### config.mk
export PLATFORM = sky130hd
export DESIGN_NAME = process_alarm_evaluator
export DESIGN_NICKNAME = d
export VERILOG_FILES = /design/src/common/alarm_pkg.sv /design/src/process_alarm_evaluator.sv
export SDC_FILE = /design/constraint.sdc
export NUM_CORES = 1
export LEC_CHECK = 0
export BUFFER_PORTS_ARGS = -buffer_cell sky130_fd_sc_hd__buf_2
export CAP_MARGIN = 20
export CORE_ASPECT_RATIO = 1.5
export CORE_MARGIN = 10
export CORE_UTILIZATION = 46
export DETAILED_ROUTE_END_ITERATION = 8
export GPL_TIMING_DRIVEN = 0
export PLACE_DENSITY = 0.76
export SYNTH_ARGS = -nofsm -noshare
export SYNTH_HDL_FRONTEND = slang
export SYNTH_SLANG_ARGS = --single-unit
export TNS_END_PERCENT = 1
### constraint.sdc
create_clock -name i_mclk -period 14.9 [get_ports i_mclk]
set_input_delay 1.49 -clock i_mclk [delete_from_list [all_inputs] [get_ports i_mclk]]
set_output_delay 1.49 -clock i_mclk [all_outputs]
set_load 0.02 [all_outputs]
### src/common/alarm_pkg.sv
/*
 * Shared constants and carriers of the process alarm evaluator.
 * Assumes one 200 MHz clock and a 32-bit AHB-Lite register bus.
 */
package alarm_pkg;
    // ************************************
    // Sizes and timing
    // ************************************
    localparam int NUM_CH     = 2;     // Alarm channels.
    localparam int DW         = 16;    // Signed value width.
    localparam int DLY_W      = 10;    // Delay field width.
    localparam int DLY_MAX    = 999;   // Longest delay in seconds.
    localparam int SECOND_NS  = 1000000000; // One second in ns.
    localparam int CLK_NS     = 5;     // Clock period in ns.
    localparam int CYC_PER_SEC = SECOND_NS / CLK_NS; // Cycles a second.
    // ************************************
    // Alarm type codes
    // ************************************
    localparam logic [4:0] T_OFF    = 5'h00; // No alarm.
    localparam logic [4:0] T_BAND_O = 5'h01; // Outside deviation band.
    localparam logic [4:0] T_DEV_HI = 5'h02; // Upper deviation.
    localparam logic [4:0] T_DEV_LO = 5'h03; // Lower deviation.
    localparam logic [4:0] T_BAND_I = 5'h04; // Inside deviation band.
    localparam logic [4:0] T_SB_LO  = 5'h05; // First standby code.
    localparam logic [4:0] T_SB_HI  = 5'h07; // Last deviation standby.
    localparam logic [4:0] T_ABS_HI = 5'h08; // Value above threshold.
    localparam logic [4:0] T_ABS_LO = 5'h09; // Value below threshold.
    localparam logic [4:0] T_SBA_HI = 5'h0A; // Absolute high, standby.
    localparam logic [4:0] T_SBA_LO = 5'h0B; // Absolute low, standby.
    localparam logic [4:0] T_LOOP   = 5'h0C; // Loop break, channel 0.
    localparam logic [4:0] T_RATE   = 5'h0D; // Rate of change.
    localparam logic [4:0] T_SP_HI  = 5'h0E; // Set point high.
    localparam logic [4:0] T_SP_LO  = 5'h0F; // Set point low.
    localparam logic [4:0] T_MV_HI  = 5'h10; // Output high.
    localparam logic [4:0] T_MV_LO  = 5'h11; // Output low.
    localparam logic [4:0] T_RS_HI  = 5'h12; // Remote set point high.
    localparam logic [4:0] T_RS_LO  = 5'h13; // Remote set point low.
    localparam logic [4:0] RST_TYPE = T_DEV_HI; // Type after reset.
    // ************************************
    // Register map
    // ************************************
    localparam logic [7:0] OFS_CFG  = 8'h00; // Type and heater use.
    localparam logic [7:0] OFS_VAL  = 8'h04; // Alarm value.
    localparam logic [7:0] OFS_UPR  = 8'h08; // Upper deviation.
    localparam logic [7:0] OFS_LWR  = 8'h0C; // Bottom offset.
    localparam logic [7:0] OFS_DLY  = 8'h10; // On and off delays.
    localparam logic [7:0] OFS_STS  = 8'h14; // Channel state.
    localparam logic [7:0] CH_STEP  = 8'h20; // Channel stride.
    localparam logic [7:0] OFS_MODE = 8'h80; // Heat and cool mode.
    localparam int CFG_HEAT = 8;  // Heater use bit in CFG.
    localparam int DLY_OFF  = 16; // Off delay low bit in DLY.
    // Values sampled from the controller.
    typedef struct packed {
        logic signed [DW-1:0] pv;    // process_value.
        logic signed [DW-1:0] sp;    // set_point.
        logic signed [DW-1:0] mv_h;  // manipulated_value, heating.
        logic signed [DW-1:0] mv_c;  // manipulated_value, cooling.
        logic signed [DW-1:0] rsp;   // remote_set_point.
    } values_type;
    // State of one channel.
    typedef struct packed {
        logic [4:0]           kind;  // Type code.
        logic                 heat;  // Channel serves heater_alarm.
        logic signed [DW-1:0] val;   // Alarm value.
        logic signed [DW-1:0] upr;   // Upper deviation.
        logic signed [DW-1:0] lwr;   // Bottom offset.
        logic [DLY_W-1:0]     don;   // On delay in seconds.
        logic [DLY_W-1:0]     doff;  // Off delay in seconds.
        logic [DLY_W-1:0]     cnt;   // Seconds the raw level differs.
        logic                 armed; // Standby still suppressing.
        logic                 raw;   // Sampled condition.
        logic                 out;   // Delayed alarm.
    } ch_type;
endpackage

### src/process_alarm_evaluator.sv
/*
 * Process alarm evaluator: per-channel type compare, standby,
 * on and off delays, AHB-Lite register slave.
 * Assumes value inputs and tick come from logic on i_mclk.
 */
`timescale 1ns/100ps
module process_alarm_evaluator #(
    parameter int TICKS_PER_SEC = alarm_pkg::CYC_PER_SEC, // Cycles a second.
    parameter bit HEATER_FITTED = 1'b0                    // Heater variant.
) (
    input  wire logic                  i_mclk,      // Clock, 200 MHz.
    input  wire logic                  i_reset,     // Async reset, high.
    input  wire logic                  i_hsel,      // AHB select.
    input  wire logic [31:0]           i_haddr,     // AHB address.
    input  wire logic [1:0]            i_htrans,    // AHB transfer type.
    input  wire logic                  i_hwrite,    // AHB write.
    input  wire logic [2:0]            i_hsize,     // AHB size.
    input  wire logic [31:0]           i_hwdata,    // AHB write data.
    input  wire logic                  i_hready,    // AHB bus ready.
    output logic      [31:0]           o_hrdata,    // AHB read data.
    output logic                       o_hreadyout, // AHB slave ready.
    output logic                       o_hresp,     // AHB response.
    input  wire alarm_pkg::values_type i_vals,      // Controller values.
    input  wire logic                  i_tick,      // Sampling tick.
    input  wire logic                  i_loop_break,// Loop break event.
    input  wire logic                  i_rate,      // Rate criterion met.
    input  wire logic                  i_heater,    // heater_alarm level.
    output logic [alarm_pkg::NUM_CH-1:0] o_aux      // Auxiliary outputs.
);
    import alarm_pkg::*;

    // ************************************
    // State
    // ************************************
    typedef struct packed {
        ch_type [NUM_CH-1:0] ch;  // Channels.
        logic                hc;  // Heat and cool control.
        logic [31:0]         sec; // Second prescaler.
        logic                wr;  // Write in data phase.
        logic [7:0]          wa;  // Latched write address.
        logic [31:0]         rd;  // Read data.
    } state_type;

    state_type s_r;   // Registered state.
    state_type s_nxt; // Next state.
    logic      sec_p; // One-second pulse.

    assign sec_p = (s_r.sec == TICKS_PER_SEC - 1);

    // Raw condition of one channel for its type code.
    function automatic logic cond(input ch_type c, input values_type v,
                                  input logic hc, input logic first);
        logic signed [DW+1:0] d;
        logic signed [DW-1:0] mh;
        logic signed [DW-1:0] ml;
        d  = {{2{v.pv[DW-1]}}, v.pv} - {{2{v.sp[DW-1]}}, v.sp};
        mh = v.mv_h;
        ml = hc ? v.mv_c : v.mv_h;
        cond = 1'b0;
        case (c.kind)
            T_BAND_O, T_SB_LO: begin
                cond = d > c.upr || d < -c.lwr;
            end
            T_DEV_HI, 5'h06: begin
                cond = d >= c.val;
            end
            T_DEV_LO, T_SB_HI: begin
                cond = d <= -c.val;
            end
            T_BAND_I: begin
                cond = d <= c.upr && d >= -c.lwr;
            end
            T_ABS_HI, T_SBA_HI: begin
                cond = v.pv > c.val;
            end
            T_ABS_LO, T_SBA_LO: begin
                cond = v.pv < c.val;
            end
            T_LOOP: begin
                cond = first & i_loop_break;
            end
            T_RATE: begin
                cond = i_rate;
            end
            T_SP_HI: begin
                cond = v.sp > c.val;
            end
            T_SP_LO: begin
                cond = v.sp < c.val;
            end
            T_MV_HI: begin
                cond = mh > c.val;
            end
            T_MV_LO: begin
                cond = ml < c.val;
            end
            T_RS_HI: begin
                cond = v.rsp > c.val;
            end
            T_RS_LO: begin
                cond = v.rsp < c.val;
            end
            default: begin
                cond = 1'b0;
            end
        endcase
    endfunction

    // True for the codes that carry a standby sequence.
    function automatic logic stby(input logic [4:0] k);
        stby = (k >= T_SB_LO && k <= T_SB_HI) || k == T_SBA_HI
            || k == T_SBA_LO;
    endfunction

    // Clamp a written delay to the settable range.
    function automatic logic [DLY_W-1:0] clamp(input logic [DLY_W+5:0] x);
        clamp = (x > DLY_MAX) ? DLY_W'(DLY_MAX) : x[DLY_W-1:0];
    endfunction

    // ************************************
    // Next state
    // ************************************
    // Bus decode, channel sampling and delay filters.
    always_comb begin
        logic [7:0] a;
        logic [2:0] ci;
        logic       c;
        logic [DLY_W-1:0] lim;
        a     = 8'h00;
        ci    = 3'h0;
        c     = 1'b0;
        lim   = '0;
        s_nxt = s_r;
        s_nxt.sec = sec_p ? 32'h0 : s_r.sec + 32'h1;
        // Address phase: latch writes, fetch read data.
        s_nxt.wr = i_hsel && i_htrans[1] && i_hready && i_hwrite;
        if (i_hsel && i_htrans[1] && i_hready) begin
            s_nxt.wa = i_haddr[7:0];
            s_nxt.rd = 32'h0;
            a  = i_haddr[7:0];
            ci = a[7:5];
            if (a == OFS_MODE) begin
                s_nxt.rd = {31'h0, s_r.hc};
            end else if (ci < NUM_CH) begin
                case (a[4:0])
                    OFS_CFG[4:0]: begin
                        // Type reads zero while hidden by heater use.
                        s_nxt.rd[4:0] = s_r.ch[ci].heat ? 5'h00
                                      : s_r.ch[ci].kind;
                        s_nxt.rd[CFG_HEAT] = s_r.ch[ci].heat;
                    end
                    OFS_VAL[4:0]: s_nxt.rd = 32'(s_r.ch[ci].val);
                    OFS_UPR[4:0]: s_nxt.rd = 32'(s_r.ch[ci].upr);
                    OFS_LWR[4:0]: s_nxt.rd = 32'(s_r.ch[ci].lwr);
                    OFS_DLY[4:0]: begin
                        s_nxt.rd[DLY_W-1:0] = s_r.ch[ci].don;
                        s_nxt.rd[DLY_OFF+:DLY_W] = s_r.ch[ci].doff;
                    end
                    OFS_STS[4:0]: begin
                        s_nxt.rd[2:0] = {s_r.ch[ci].out, s_r.ch[ci].raw,
                                         s_r.ch[ci].armed};
                    end
                    default: s_nxt.rd = 32'h0;
                endcase
            end
        end
        // Data phase: store the write.
        if (s_r.wr) begin
            a  = s_r.wa;
            ci = a[7:5];
            if (a == OFS_MODE) begin
                s_nxt.hc = i_hwdata[0];
            end else if (ci < NUM_CH) begin
                case (a[4:0])
                    OFS_CFG[4:0]: begin
                        s_nxt.ch[ci].heat = HEATER_FITTED && ci == 3'h0
                                          && i_hwdata[CFG_HEAT];
                        // Loop break is refused away from channel 0.
                        if (i_hwdata[4:0] <= T_RS_LO
                            && (i_hwdata[4:0] != T_LOOP || ci == 3'h0)) begin
                            s_nxt.ch[ci].kind  = i_hwdata[4:0];
                            s_nxt.ch[ci].armed = 1'b1;
                        end
                    end
                    OFS_VAL[4:0]: s_nxt.ch[ci].val = i_hwdata[DW-1:0];
                    OFS_UPR[4:0]: s_nxt.ch[ci].upr = i_hwdata[DW-1:0];
                    OFS_LWR[4:0]: s_nxt.ch[ci].lwr = i_hwdata[DW-1:0];
                    OFS_DLY[4:0]: begin
                        s_nxt.ch[ci].don  = clamp(i_hwdata[DLY_W+5:0]);
                        s_nxt.ch[ci].doff = clamp(i_hwdata[DLY_OFF+:DLY_W+6]);
                    end
                    default: ;
                endcase
            end
        end
        // Channels: sample on the tick, then filter by the delays.
        for (int i = 0; i < NUM_CH; i++) begin
            if (i_tick) begin
                c = s_r.ch[i].heat ? i_heater
                  : cond(s_r.ch[i], i_vals, s_r.hc, i == 0);
                // Standby holds off until the condition first clears; a type
                // write landing in the same cycle re-arms, and the write wins.
                if (!c && !(s_r.wr && s_r.wa == 8'(OFS_CFG + i * CH_STEP))) begin
                    s_nxt.ch[i].armed = 1'b0;
                end
                s_nxt.ch[i].raw = c && !(stby(s_r.ch[i].kind)
                                && s_r.ch[i].armed && !s_r.ch[i].heat);
            end
            lim = s_r.ch[i].raw ? s_r.ch[i].don : s_r.ch[i].doff;
            if (s_r.ch[i].raw == s_r.ch[i].out) begin
                s_nxt.ch[i].cnt = '0;
            end else if (s_r.ch[i].cnt >= lim) begin
                s_nxt.ch[i].out = s_r.ch[i].raw;
                s_nxt.ch[i].cnt = '0;
            end else if (sec_p) begin
                s_nxt.ch[i].cnt = s_r.ch[i].cnt + 1'b1;
            end
        end
    end

    // ************************************
    // Registers
    // ************************************
    // One register for all state.
    always_ff @(posedge i_mclk or posedge i_reset) begin
        if (i_reset) begin
            s_r <= '0;
            for (int i = 0; i < NUM_CH; i++) begin
                s_r.ch[i].kind  <= RST_TYPE;
                s_r.ch[i].armed <= 1'b1;
            end
            s_r.ch[0].heat <= HEATER_FITTED;
        end else begin
            s_r <= s_nxt;
        end
    end

    // ************************************
    // Outputs
    // ************************************
    // Zero wait states and an OKAY answer always.
    assign o_hreadyout = 1'b1;
    assign o_hresp     = 1'b0;
    assign o_hrdata    = s_r.rd;
    // Each channel drives the auxiliary output of its own index.
    always_comb begin
        for (int i = 0; i < NUM_CH; i++) begin
            o_aux[i] = s_r.ch[i].out;
        end
    end
endmodule // process_alarm_evaluator

==> results of run 1 <==
cell usage after synthesis, types with 13 or more instances:
library cell / count
ha_1: 315
or3_1: 14
inv_1: 125
nand2b_1: 26
mux2_2: 82
o21a_1: 19
a211oi_1: 18
o21ai_0: 149
mux2i_1: 46
a21oi_1: 106
clkbuf_1: 67
buf_4: 37
o22ai_1: 13
nor4_1: 25
nor3_1: 43
nand3_1: 69
a21o_1: 72
dfrtp_1: 238
o211ai_1: 15
and3_1: 23
xor2_1: 48
nand4_1: 64
nor2_1: 187
a22o_1: 68
a22oi_1: 35
nor2b_1: 21
xnor2_1: 71
nand2_1: 201
sequential cells by signal, summed over array words and instances, names as in the netlist:
register and cells:
s_r 214, o_hrdata 26, o_aux 2
power by group through the flow:
stage / Clock, mW / Combinational (mW) / Sequential [mW]
floorplan: 0 / 0.452 / 0.742
global placement: 0 / 0.633 / 0.757
detailed placement: 0 / 0.666 / 0.759
CTS: 0.624 / 0.671 / 0.747
global route: 0.650 / 0.749 / 0.754
finish: 0.619 / 0.686 / 0.750
final cells by class:
cell class / instances / share of cell area, %
multi-input cells: 1931 / 60.15
flip-flops and latches: 242 / 25.23
diodes: 2 / 0.02084
repair buffers: 169 / 3.688
clock inverters: 8 / 0.4897
clock buffers: 32 / 2.745
inverters: 127 / 2.016
well taps: 594 / 3.094
plain buffers: 120 / 2.563
cell usage in the layout, fill, tap and decap left out, drive strengths merged, types with 21 or more instances in the layout:
cell and instances:
ha 315, dfrtp 238, buf 220, nand2 201, nor2 187, o21ai 154
inv 127, a21oi 106, clkbuf 101, mux2 82, a21o 72, xnor2 72
nand3 70, a22o 69, nand4 64, xor2 50, mux2i 47, nor3 44
a22oi 35, nor4 29, nand2b 26, and3 24, nor2b 21
cell families after synthesis:
group / after synthesis / share of synthesized area, %
flops: 242 / 28.07
fa+ha+maj: 321 / 18.58
buf+inv: 247 / 5.060
compound gates: 599 / 18.93
other cells: 2 / 0.03479
simple gates: 755 / 17.47
mux: 129 / 6.474
xor+xnor: 125 / 5.373
per-layer routing:
layer | wire, um | track usage [%] | vias to the layer above | part of all wire [%]
met4 | 8046 | 25.02 | 2 | 9.8
met2 | 39410 | 48.54 | 981 | 48
met5 | 16 | 0 | - | 0.020
met3 | 5123 | 3.938 | 334 | 6.2
met1 | 29440 | 29.83 | 9945 | 36
li1 | - | - | 9277 | -
through the flow:
step                cell area, sq um  cells  hold slack [ns]
floorplan                      21590   2420           0.4387
detailed placement             23230   3182           0.4651
global placement               23130   3174           0.4560
global route                   24010   3223           0.4848
finish                         24020   3225           0.4751
CTS                            24010   3222           0.4779
worst max-delay path by stage:
stage,from,endpoint
after floorplan,i_reset,o_aux[0]
after global placement,i_reset,s_r[45]
after detailed placement,i_vals[49],s_r[76]
after CTS,i_vals[49],s_r[76]
after global routing,i_vals[49],s_r[76]
final,i_vals[49],s_r[76]
==> flow_summary_export.csv, run 1 <==
group,metric,value,unit
clock_network,insertion_delay,0.53,ns
final_layout,multi_input_area,14450,sq um
route,route.vias.total,20540,
yosys,yosys_register_bits,242,
yosys,synth_top_area_cell,"dfrtp_1",
clock_network,hold_buffers,0,
power,intPower,1.329,mW
worst_setup_path,startpoint_type,"primary input",
worst_setup_path,r2r_slack,9.66,ns
yosys,synth_edf_count,0,
worst_setup_path,worstPathRequired,15.36,ns
floorplanning,die_y,285.3,um
placed_design,place.gp.congestion,1.033,
final_layout,final-seq-area,6061,sq um
yosys,synthesis.nets,2894,
power,switching_share,35.33,%
timing,final_hold_viol_count,0,
timing,setup_violations,0,
run_status,outcome,"completed",
timing,grt_setup_unrepaired,"no",
yosys,netlist_area,21590,sq um
floorplanning,die_area,56170,sq um
timing,drv_slew,0,
final_layout,fin_util,51.54,%
hold_path,holdPathStages,1,
route,via_per_inst,6.369,
worst_setup_path,reg2reg_depth,15,
timing,fin_crit_sh,45.74,%
yosys,synthArstFlopShare,100.0,%
clock_network,cts_root_buffer,"clkbuf_16",
yosys,yosys_warnings,0,
floorplanning,coreArea,46600,sq um
clock_network,post_cts_resized,0,
yosys,synth_seq_area_share,28.07,%
global_route,grt_pass1_vias,21040,
final_layout,final_nets,3087,
placed_design,hpwl,65140,um
placed_design,dp_slack,7.738,ns
route,drc,0,
worst_setup_path,crit_cells,25,
worst_setup_path,path_buf_inv,4,
clock_network,cts_tree,"built",
floorplanning,fp.dieW,196.9,um
clock_network,clk_pin_slew,0.07,ns
power,pwr-share-clk,30.1,%
floorplanning,floorplan.initialDensity,46.32,%
clock_network,clkSinkCount,242,
timing,worst_slew_pin_slew,1.270,ns
yosys,synthCells,2420,
route,routedWlPerCell,25.44,um
placed_design,portBuffers,160,
timing,worst_slack,8.085,ns
clock_network,post_cts_buffers,0,
yosys,synth.distinct_cells,98,
worst_setup_path,crit_type,"in2reg",
yosys,synth_top_area_share,27.59,%
route,wl,82040,um
timing,period_needed,6.815,ns
clock_network,cts-htree-levels,1,
global_route,grt_max_degree,125,
hold_path,worstHoldStart,"s_r[72]",
worst_setup_path,rr_startpoint,"s_r[73]",
hold_path,hold_path.class,"reg2reg",
floorplanning,rows,97,
route,drt-initial-drc-count,1524,
route,antenna_left,0,
worst_setup_path,max_stage_delay,0.61,ns
worst_setup_path,timing.rr.end,"s_r[162]",
power,ir_worst_vdd,0.0001001,V
yosys,synth_area_leaders,"dfrtp_1 28%, ha_1 18%, mux2_2 4.3%",
final_layout,drive_gt1_share,14.42,%
clock_network,numCtsBuffers,22,
power,p_comb_share,33.4,%
worst_setup_path,critPathCaptureType,"register",
power,seqPwrFrac,36.5,%
global_route,grt_pass1_wl,122600,um
flow_run,cap_violations,0,
timing,fmax,146.7,MHz
worst_setup_path,critical_path.top_delay_family,"compound AO/OA/AOI/OAI gates",
yosys,ys.flop_type,"dfrtp_1",
timing,skew,0.01281,ns
hold_path,holdPathEnd,"s_r[72]",
floorplanning,io_pins,194,
power,finalPower,2.055,mW
worst_setup_path,arrival,7.28,ns
final_layout,num-fill-cells,4350,
power,p_per_area,85.55,nW/um^2
worst_setup_path,slowest_stage,"or4_1",
route,firstDrtPassIters,6,
timing,max_slew_margin,14.41,%
final_layout,syn_to_final_growth,11.26,%
power,power.leakage,11.32,nW
global_route,grt_use_total,28.31,%
clock_network,clk_path_buf_depth,3,
global_route,grt_remaining_overflow,0,
power,power_switching,725.9,uW
global_route,antenna_found_initial,2,
worst_setup_path,path_max_fanout,6,
timing,setup_tns,0,ns
yosys,avgSynthCellArea,8.921,sq um
Note: power is estimated with default switching activity, not from simulation.
==> run 2: changes to the inputs <==
--- a/config.mk
+++ b/config.mk
@@ -5,6 +5,7 @@
 export SDC_FILE = /design/constraint.sdc
 export NUM_CORES = 1
 export LEC_CHECK = 0
+export ABC_AREA = 1
 export BUFFER_PORTS_ARGS = -buffer_cell sky130_fd_sc_hd__buf_2
 export CAP_MARGIN = 20
 export CORE_ASPECT_RATIO = 1.5
==> constraint.sdc (replaced) <==
create_clock -name i_mclk -period 6.32 [get_ports i_mclk]
set_input_delay 0.632 -clock i_mclk [delete_from_list [all_inputs] [get_ports i_mclk]]
set_output_delay 0.632 -clock i_mclk [all_outputs]
set_load 0.02 [all_outputs]
==> run 2 against run 1 <==
Sequential share of layout area down 1.6 points. Combinational power rose to 5.2 times the previous value. Critical path depth increased by 4. Flip-flop and latch count unchanged. Non-clock buffer count increased by 2. Total power increased to 3.5 times the previous value. Via count rose by 20%.
==> flow_summary_export.csv, run 2 <==
group,metric,value,unit
yosys,ys_top_cells_by_count,"687 x nand2_1, 419 x inv_1, 315 x ha_1",
global_route,grt_use_total,31.48,%
yosys,synth_xor_area_share,2.638,%
worst_setup_path,critPathLaunch,"i_vals[52]",
yosys,avgSynthCellArea,7.067,sq um
power,finalPower,7.205,mW
timing,grt_setup_unrepaired,"no",
clock_network,post_cts_buffers,0,
yosys,synth_top_area_share,26.00,%
floorplanning,coreArea,49420,sq um
floorplanning,rows,100,
yosys,synthCells,3241,
timing,max_slew_margin,16.81,%
worst_setup_path,worstPathRequired,6.75,ns
floorplanning,floorplan.initialDensity,46.35,%
floorplanning,die_area,59310,sq um
power,ir_worst_vdd,0.0002094,V
placed_design,place.gp.congestion,1.107,
yosys,synthesis.nets,3715,
power,seqPwrFrac,28.1,%
power,intPower,3.855,mW
yosys,synth_edf_count,0,
worst_setup_path,startpoint_type,"primary input",
worst_setup_path,reg2reg_depth,22,
worst_setup_path,max_stage_delay,0.63,ns
final_layout,final_common_cell,"nand2_1",
timing,setup_tns,0,ns
worst_setup_path,r2r_slack,2.08,ns
global_route,antenna_found_initial,3,
yosys,synth.area.mux_share,0.08740,%
global_route,grt_max_degree,43,
route,drt-initial-drc-count,2113,
clock_network,clkSinkCount,242,
worst_setup_path,path_max_fanout,5,
clock_network,numCtsBuffers,24,
clock_network,cts_root_buffer,"clkbuf_16",
power,pwr-share-clk,22.1,%
timing,drv_slew,0,
timing,setup_violations,0,
worst_setup_path,timing.rr.end,"s_r[162]",
yosys,yosys_register_bits,242,
yosys,synth.distinct_cells,68,
clock_network,clk_path_buf_depth,3,
yosys,netlist_area,22910,sq um
clock_network,insertion_delay,0.56,ns
yosys,synthAdderAreaFrac,17.29,%
route,via_per_inst,5.972,
hold_path,hold_path.class,"in2async",
clock_network,cts_tree,"built",
power,power_switching,3.349,mW
final_layout,final_cell_mix,"687 x nand2_1, 418 x inv_1, 315 x ha_1",
worst_setup_path,cpMostUsedCell,"nand2_1",
yosys,synth_seq_area_share,26.46,%
timing,final_hold_viol_count,0,
power,power.leakage,13.11,nW
worst_setup_path,crit_type,"in2reg",
clock_network,clk_pin_slew,0.07,ns
flow_run,cap_violations,0,
worst_setup_path,critPathCaptureType,"register",
power,switching_share,46.49,%
timing,worst_slew_pin_slew,1.243,ns
route,firstDrtPassIters,7,
yosys,yosysMostFrequentCell,"nand2_1",
worst_setup_path,arrival,5.45,ns
worst_setup_path,crit_end,"s_r[75]",
timing,period_needed,5.023,ns
yosys,synth_top_area_cell,"dfrtp_1",
floorplanning,fp.dieW,202.2,um
floorplanning,io_pins,194,
global_route,grt_pass1_vias,23730,
yosys,synth_area_leaders,"dfrtp_1 26%, ha_1 17%, nand2_1 11%",
yosys,synthArstFlopShare,100.0,%
final_layout,syn_to_final_growth,11.83,%
power,p_per_area,281.3,nW/um^2
power,p_comb_share,49.7,%
placed_design,hpwl,76330,um
global_route,grt_remaining_overflow,0,
placed_design,portBuffers,163,
final_layout,drive_gt1_share,8.536,%
worst_setup_path,rr_startpoint,"s_r[226]",
run_status,outcome,"completed",
global_route,grt_pass1_wl,142600,um
final_layout,final_nets,3913,
route,wl,96620,um
final_layout,fin_util,51.83,%
timing,fmax,199.1,MHz
yosys,yosys_warnings,0,
yosys,ys.flop_type,"dfrtp_1",
route,routedWlPerCell,23.45,um
timing,fin_crit_sh,79.48,%
yosys,yosys.area_share.simple,25.02,%
timing,skew,0.02247,ns
yosys,synth_top_family_by_area,"simple AND/OR/NAND/NOR gates",
yosys,synth_compound_area_share,18.97,%
route,antenna_left,0,
route,drc,0,
route,route.vias.total,24600,
final_layout,largest_reg_flops,214,
floorplanning,die_y,293.3,um
final_layout,regMostFlops,"s_r",
clock_network,post_cts_resized,0,
clock_network,hold_buffers,0,
clock_network,cts-htree-levels,1,
worst_setup_path,slowest_stage,"xor2_1",
## run 2: critical path: cells and delay by family
| kind | cells | cell delay [ns] |
|---|---|---|
| AOI/OAI and AO/OA | 4 | 0.64 |
| xor gates and xnor gates | 1 | 0.63 |
| and+or+nand+nor | 16 | 2.16 |
| adders and majority gates | 2 | 0.64 |
| buffers and inverters | 6 | 0.74 |
## run 2: cell families (layout without fill, tap and decap cells)
| kind of cell | after synthesis | after routing |
|---|---|---|
| other | 2 | 3 |
| flip-flops | 242 | 242 |
| adder cells (fa/ha/maj) | 316 | 316 |
| XOR/XNOR | 69 | 69 |
| multiplexers | 2 | 2 |
| buffers and inverters | 543 | 758 |
| AO/OA/AOI/OAI | 738 | 738 |
| AND/OR/NAND/NOR | 1329 | 1329 |
## run 2: metrics by stage
step,hold slack (ns),area [sq um],setup slack (ns),cells
2_1_floorplan,0.4495,22910,2.429,3241
3_3_place_gp,0.4637,24550,0.5492,4067
3_5_place_dp,0.4715,24760,0.9667,4076
4_1_cts,0.1095,25610,1.512,4119
5_1_grt,0.1218,25610,1.112,4119
6_report,0.09709,25610,1.297,4120
## run 2: cell type report
class                      instances  area [sq um]
buffer                           119         584.3
sequential                       242          6061
clock inverter                    13         175.2
clock buffer                      30         674.4
multi-input combinational       2456         14720
inverter                         424          1595
fill                            4970         23810
tap                              663         829.5
antenna                            1         2.502
timing repair buffer             172         973.4
## run 2: worst min-delay path by stage
stage	start	to	slack, ns	cells after the start
floorplan	s_r[32]	s_r[32]	0.45	2
global placement	s_r[33]	s_r[33]	0.46	2
detailed placement	s_r[33]	s_r[33]	0.47	2
CTS	i_reset	s_r[49]	0.11	2
global route	i_reset	s_r[49]	0.12	2
finish	i_reset	s_r[47]	0.1	2
## run 2: power by group through the flow
stage	registers [mW]	clock network, mW	logic (mW)
3_5_place_dp	2.04	0	3.44
6_report	2.03	1.59	3.58
5_1_grt	2.05	1.67	3.95
3_3_place_gp	2.04	0	3.33
2_1_floorplan	1.96	0	2.30
4_1_cts	2.01	1.60	3.46
## run 2: layer usage
metal	global-route usage, %	up-vias	wire [um]
met2	52.04	1249	44380
met5	0	-	8
met3	5.942	437	7539
met4	27.75	2	10090
met1	34.05	11380	34600
li1	-	11530	-
==> run 3: changes to the inputs <==
--- a/config.mk
+++ b/config.mk
@@ -5,7 +5,7 @@
 export SDC_FILE = /design/constraint.sdc
 export NUM_CORES = 1
 export LEC_CHECK = 0
-export ABC_AREA = 1
+export ABC_AREA = 0
 export BUFFER_PORTS_ARGS = -buffer_cell sky130_fd_sc_hd__buf_2
 export CAP_MARGIN = 20
 export CORE_ASPECT_RATIO = 1.5
@@ -13,7 +13,7 @@
 export CORE_UTILIZATION = 46
 export DETAILED_ROUTE_END_ITERATION = 8
 export GPL_TIMING_DRIVEN = 0
-export PLACE_DENSITY = 0.76
+export PLACE_DENSITY = 0.79
 export SYNTH_ARGS = -nofsm -noshare
 export SYNTH_HDL_FRONTEND = slang
 export SYNTH_SLANG_ARGS = --single-unit
==> constraint.sdc (replaced) <==
create_clock -name i_mclk -period 4.1 [get_ports i_mclk]
set_input_delay 0.41 -clock i_mclk [delete_from_list [all_inputs] [get_ports i_mclk]]
set_output_delay 0.41 -clock i_mclk [all_outputs]
set_load 0.02 [all_outputs]
==> run 3 against run 2 <==
The flow now finishes with violations (negative setup slack). Via count shrank 16%. Largest power group unchanged. Flip-flop and latch count unchanged. Critical path type unchanged. First-iteration DRC count fell by 13%. Sequential share of layout area increased by 0.65 points. Total power increased by 7.5%.
==> flow_summary_export.csv, run 3 (synthesis results as in run 1) <==
group,metric,value,unit
clock_network,cts_root_buffer,"clkbuf_16",
timing,setup_violations,4,
global_route,antenna_found_initial,2,
placed_design,placed_area,23300,sq um
placed_design,portBuffers,160,
floorplanning,floorplan.initialDensity,46.32,%
worst_setup_path,arrival,4.96,ns
placed_design,hpwl,65250,um
hold_path,hold_path.class,"in2reg",
route,firstDrtPassIters,6,
final_layout,drive_gt1_share,17.88,%
floorplanning,fp.dieW,196.9,um
timing,worst_slack,-0.3997,ns
worst_setup_path,startpoint_type,"primary input",
final_layout,num-fill-cells,4301,
floorplanning,die_y,285.3,um
clock_network,clk_pin_slew,0.07,ns
timing,fin_crit_sh,109.7,%
route,drt-initial-drc-count,1847,
route,antenna_left,0,
final_layout,final_nets,3117,
timing,final_hold_viol_count,0,
route,via_per_inst,6.377,
route,drc,0,
power,finalPower,7.743,mW
clock_network,insertion_delay,0.55,ns
route,route.vias.total,20730,
final_layout,syn_to_final_growth,15.50,%
final_layout,regMostFlops,"s_r",
route,routedWlPerCell,25.52,um
worst_setup_path,critPathCaptureType,"register",
route,wl,82980,um
timing,period_needed,4.500,ns
worst_setup_path,worstPathRequired,4.56,ns
timing,drv_slew,0,
clock_network,cts_tree,"built",
timing,grt_setup_unrepaired,"yes",
final_layout,fin_area,24940,sq um
power,ir_worst_vdd,0.0004101,V
global_route,grt_use_total,28.66,%
run_status,outcome,"finished, violations left",
run_status,failed_checks,"negative setup slack",
power,power.leakage,11.62,nW
final_layout,final_cell_mix,"304 x ha_1, 237 x dfrtp_1, 199 x nand2_1",
global_route,grt_max_degree,45,
timing,max_slew_margin,21.80,%
global_route,grt_pass1_wl,123800,um
timing,fmax,222.2,MHz
global_route,grt_remaining_overflow,0,
clock_network,clk_path_buf_depth,3,
clock_network,clkSinkCount,242,
timing,skew,0.02631,ns
floorplanning,rows,97,
floorplanning,die_area,56170,sq um
placed_design,place.gp.congestion,1.048,
worst_setup_path,crit_type,"in2reg",
power,p_per_area,310.5,nW/um^2
worst_setup_path,path_max_fanout,8,
flow_run,cap_violations,0,
timing,worst_slew_pin_slew,1.173,ns
clock_network,numCtsBuffers,23,
floorplanning,coreArea,46600,sq um
final_layout,largest_reg_flops,214,
floorplanning,io_pins,194,
final_layout,final_common_cell,"ha_1",
clock_network,cts-htree-levels,1,
global_route,grt_pass1_vias,21210,
==> run 3: cell count changes in the layout (fill, tap and decap cells not counted), moves of 82 or more <==
cell,before,now
nand2_1,687,199
o21ai_0,287,144
nand3_1,157,67
o22ai_1,110,13
nor2_1,275,186
mux2_2,0,82
inv_1,418,121
==> run 3: final timing paths <==
path                                  from           to  slack [ns]  cells past startpoint
worst max-delay path            i_vals[51]      s_r[76]       -0.40                     21
worst min-delay path              i_hwrite      s_r[40]        0.11                      3
worst max register to register    s_r[141]      s_r[76]       -0.32                     13
worst min register to register     s_r[49]      s_r[49]        0.48                      1
max in group asynchronous          i_reset     s_r[118]        2.59                      6
min in group asynchronous          i_reset  o_hrdata[4]        0.39                      3
==> run 3: layout make-up <==
class	instances	area, sq um	area share, %
well taps	594	743.2	2.981
clock buffers	29	628.1	2.519
plain buffers	116	613.1	2.459
clock inverters	9	130.1	0.5219
repair buffers	202	1244	4.988
inverters	127	483.0	1.937
diodes	1	2.502	0.01004
multi-input cells	1931	15030	60.27
flip-flops and latches	242	6062	24.31
==> run 3: worst max-delay path, cell delays in order <==
cell and delay (ns):
buf_6 0.09, inv_4 0.03, ha_4 0.25, a21o_1 0.21
a21oi_4 0.25, a21o_1 0.19, and2_4 0.20, xor2_2 0.32
inv_2 0.21, ha_1 0.35, nand3_1 0.15, or2_4 0.30
or4_4 0.57, a31oi_4 0.22, a41oi_2 0.08, or2_4 0.31
and2_4 0.13, a22o_1 0.20, a221oi_2 0.20, nor3b_2 0.12
a21oi_2 0.17
==> run 3: power by group <==
part	internal, mW	switching, mW
sequential	2.55	0.194
combinational	1.13	1.63
clock	1.27	0.969
==> run 3: timing repair <==
action	4_1_cts	5_1_grt
endpoints found under the setup margin	4	20
buffers inserted	22	11
hold endpoints to repair	11	0
gates resized for setup	91	35
gates cloned	0	0
hold buffers	1	0
pin swaps	27	28
==> run 3: metrics by stage <==
step	cells	hold slack, ns	util [%]	setup WS (ns)	setup TNS (ns)
after floorplan	2420	0.4387	-	-0.7405	-2.262
after global placement	3174	0.4551	49.64	-2.546	-200.36
after detailed placement	3184	0.4061	49.99	-2.294	-8.564
after CTS	3244	0.1027	53.12	-0.3371	-1.223
after global routing	3250	0.1209	53.50	-0.4275	-1.603
final	3251	0.1065	53.50	-0.3997	-1.432
==> run 3: layer usage <==
metal	routed length, um	vias to the layer above	GRT usage (%)
met5	10	-	0
met4	8478	2	25.91
li1	-	9364	-
met3	5795	346	4.893
met1	29510	9957	30.04
met2	39190	1064	48.43
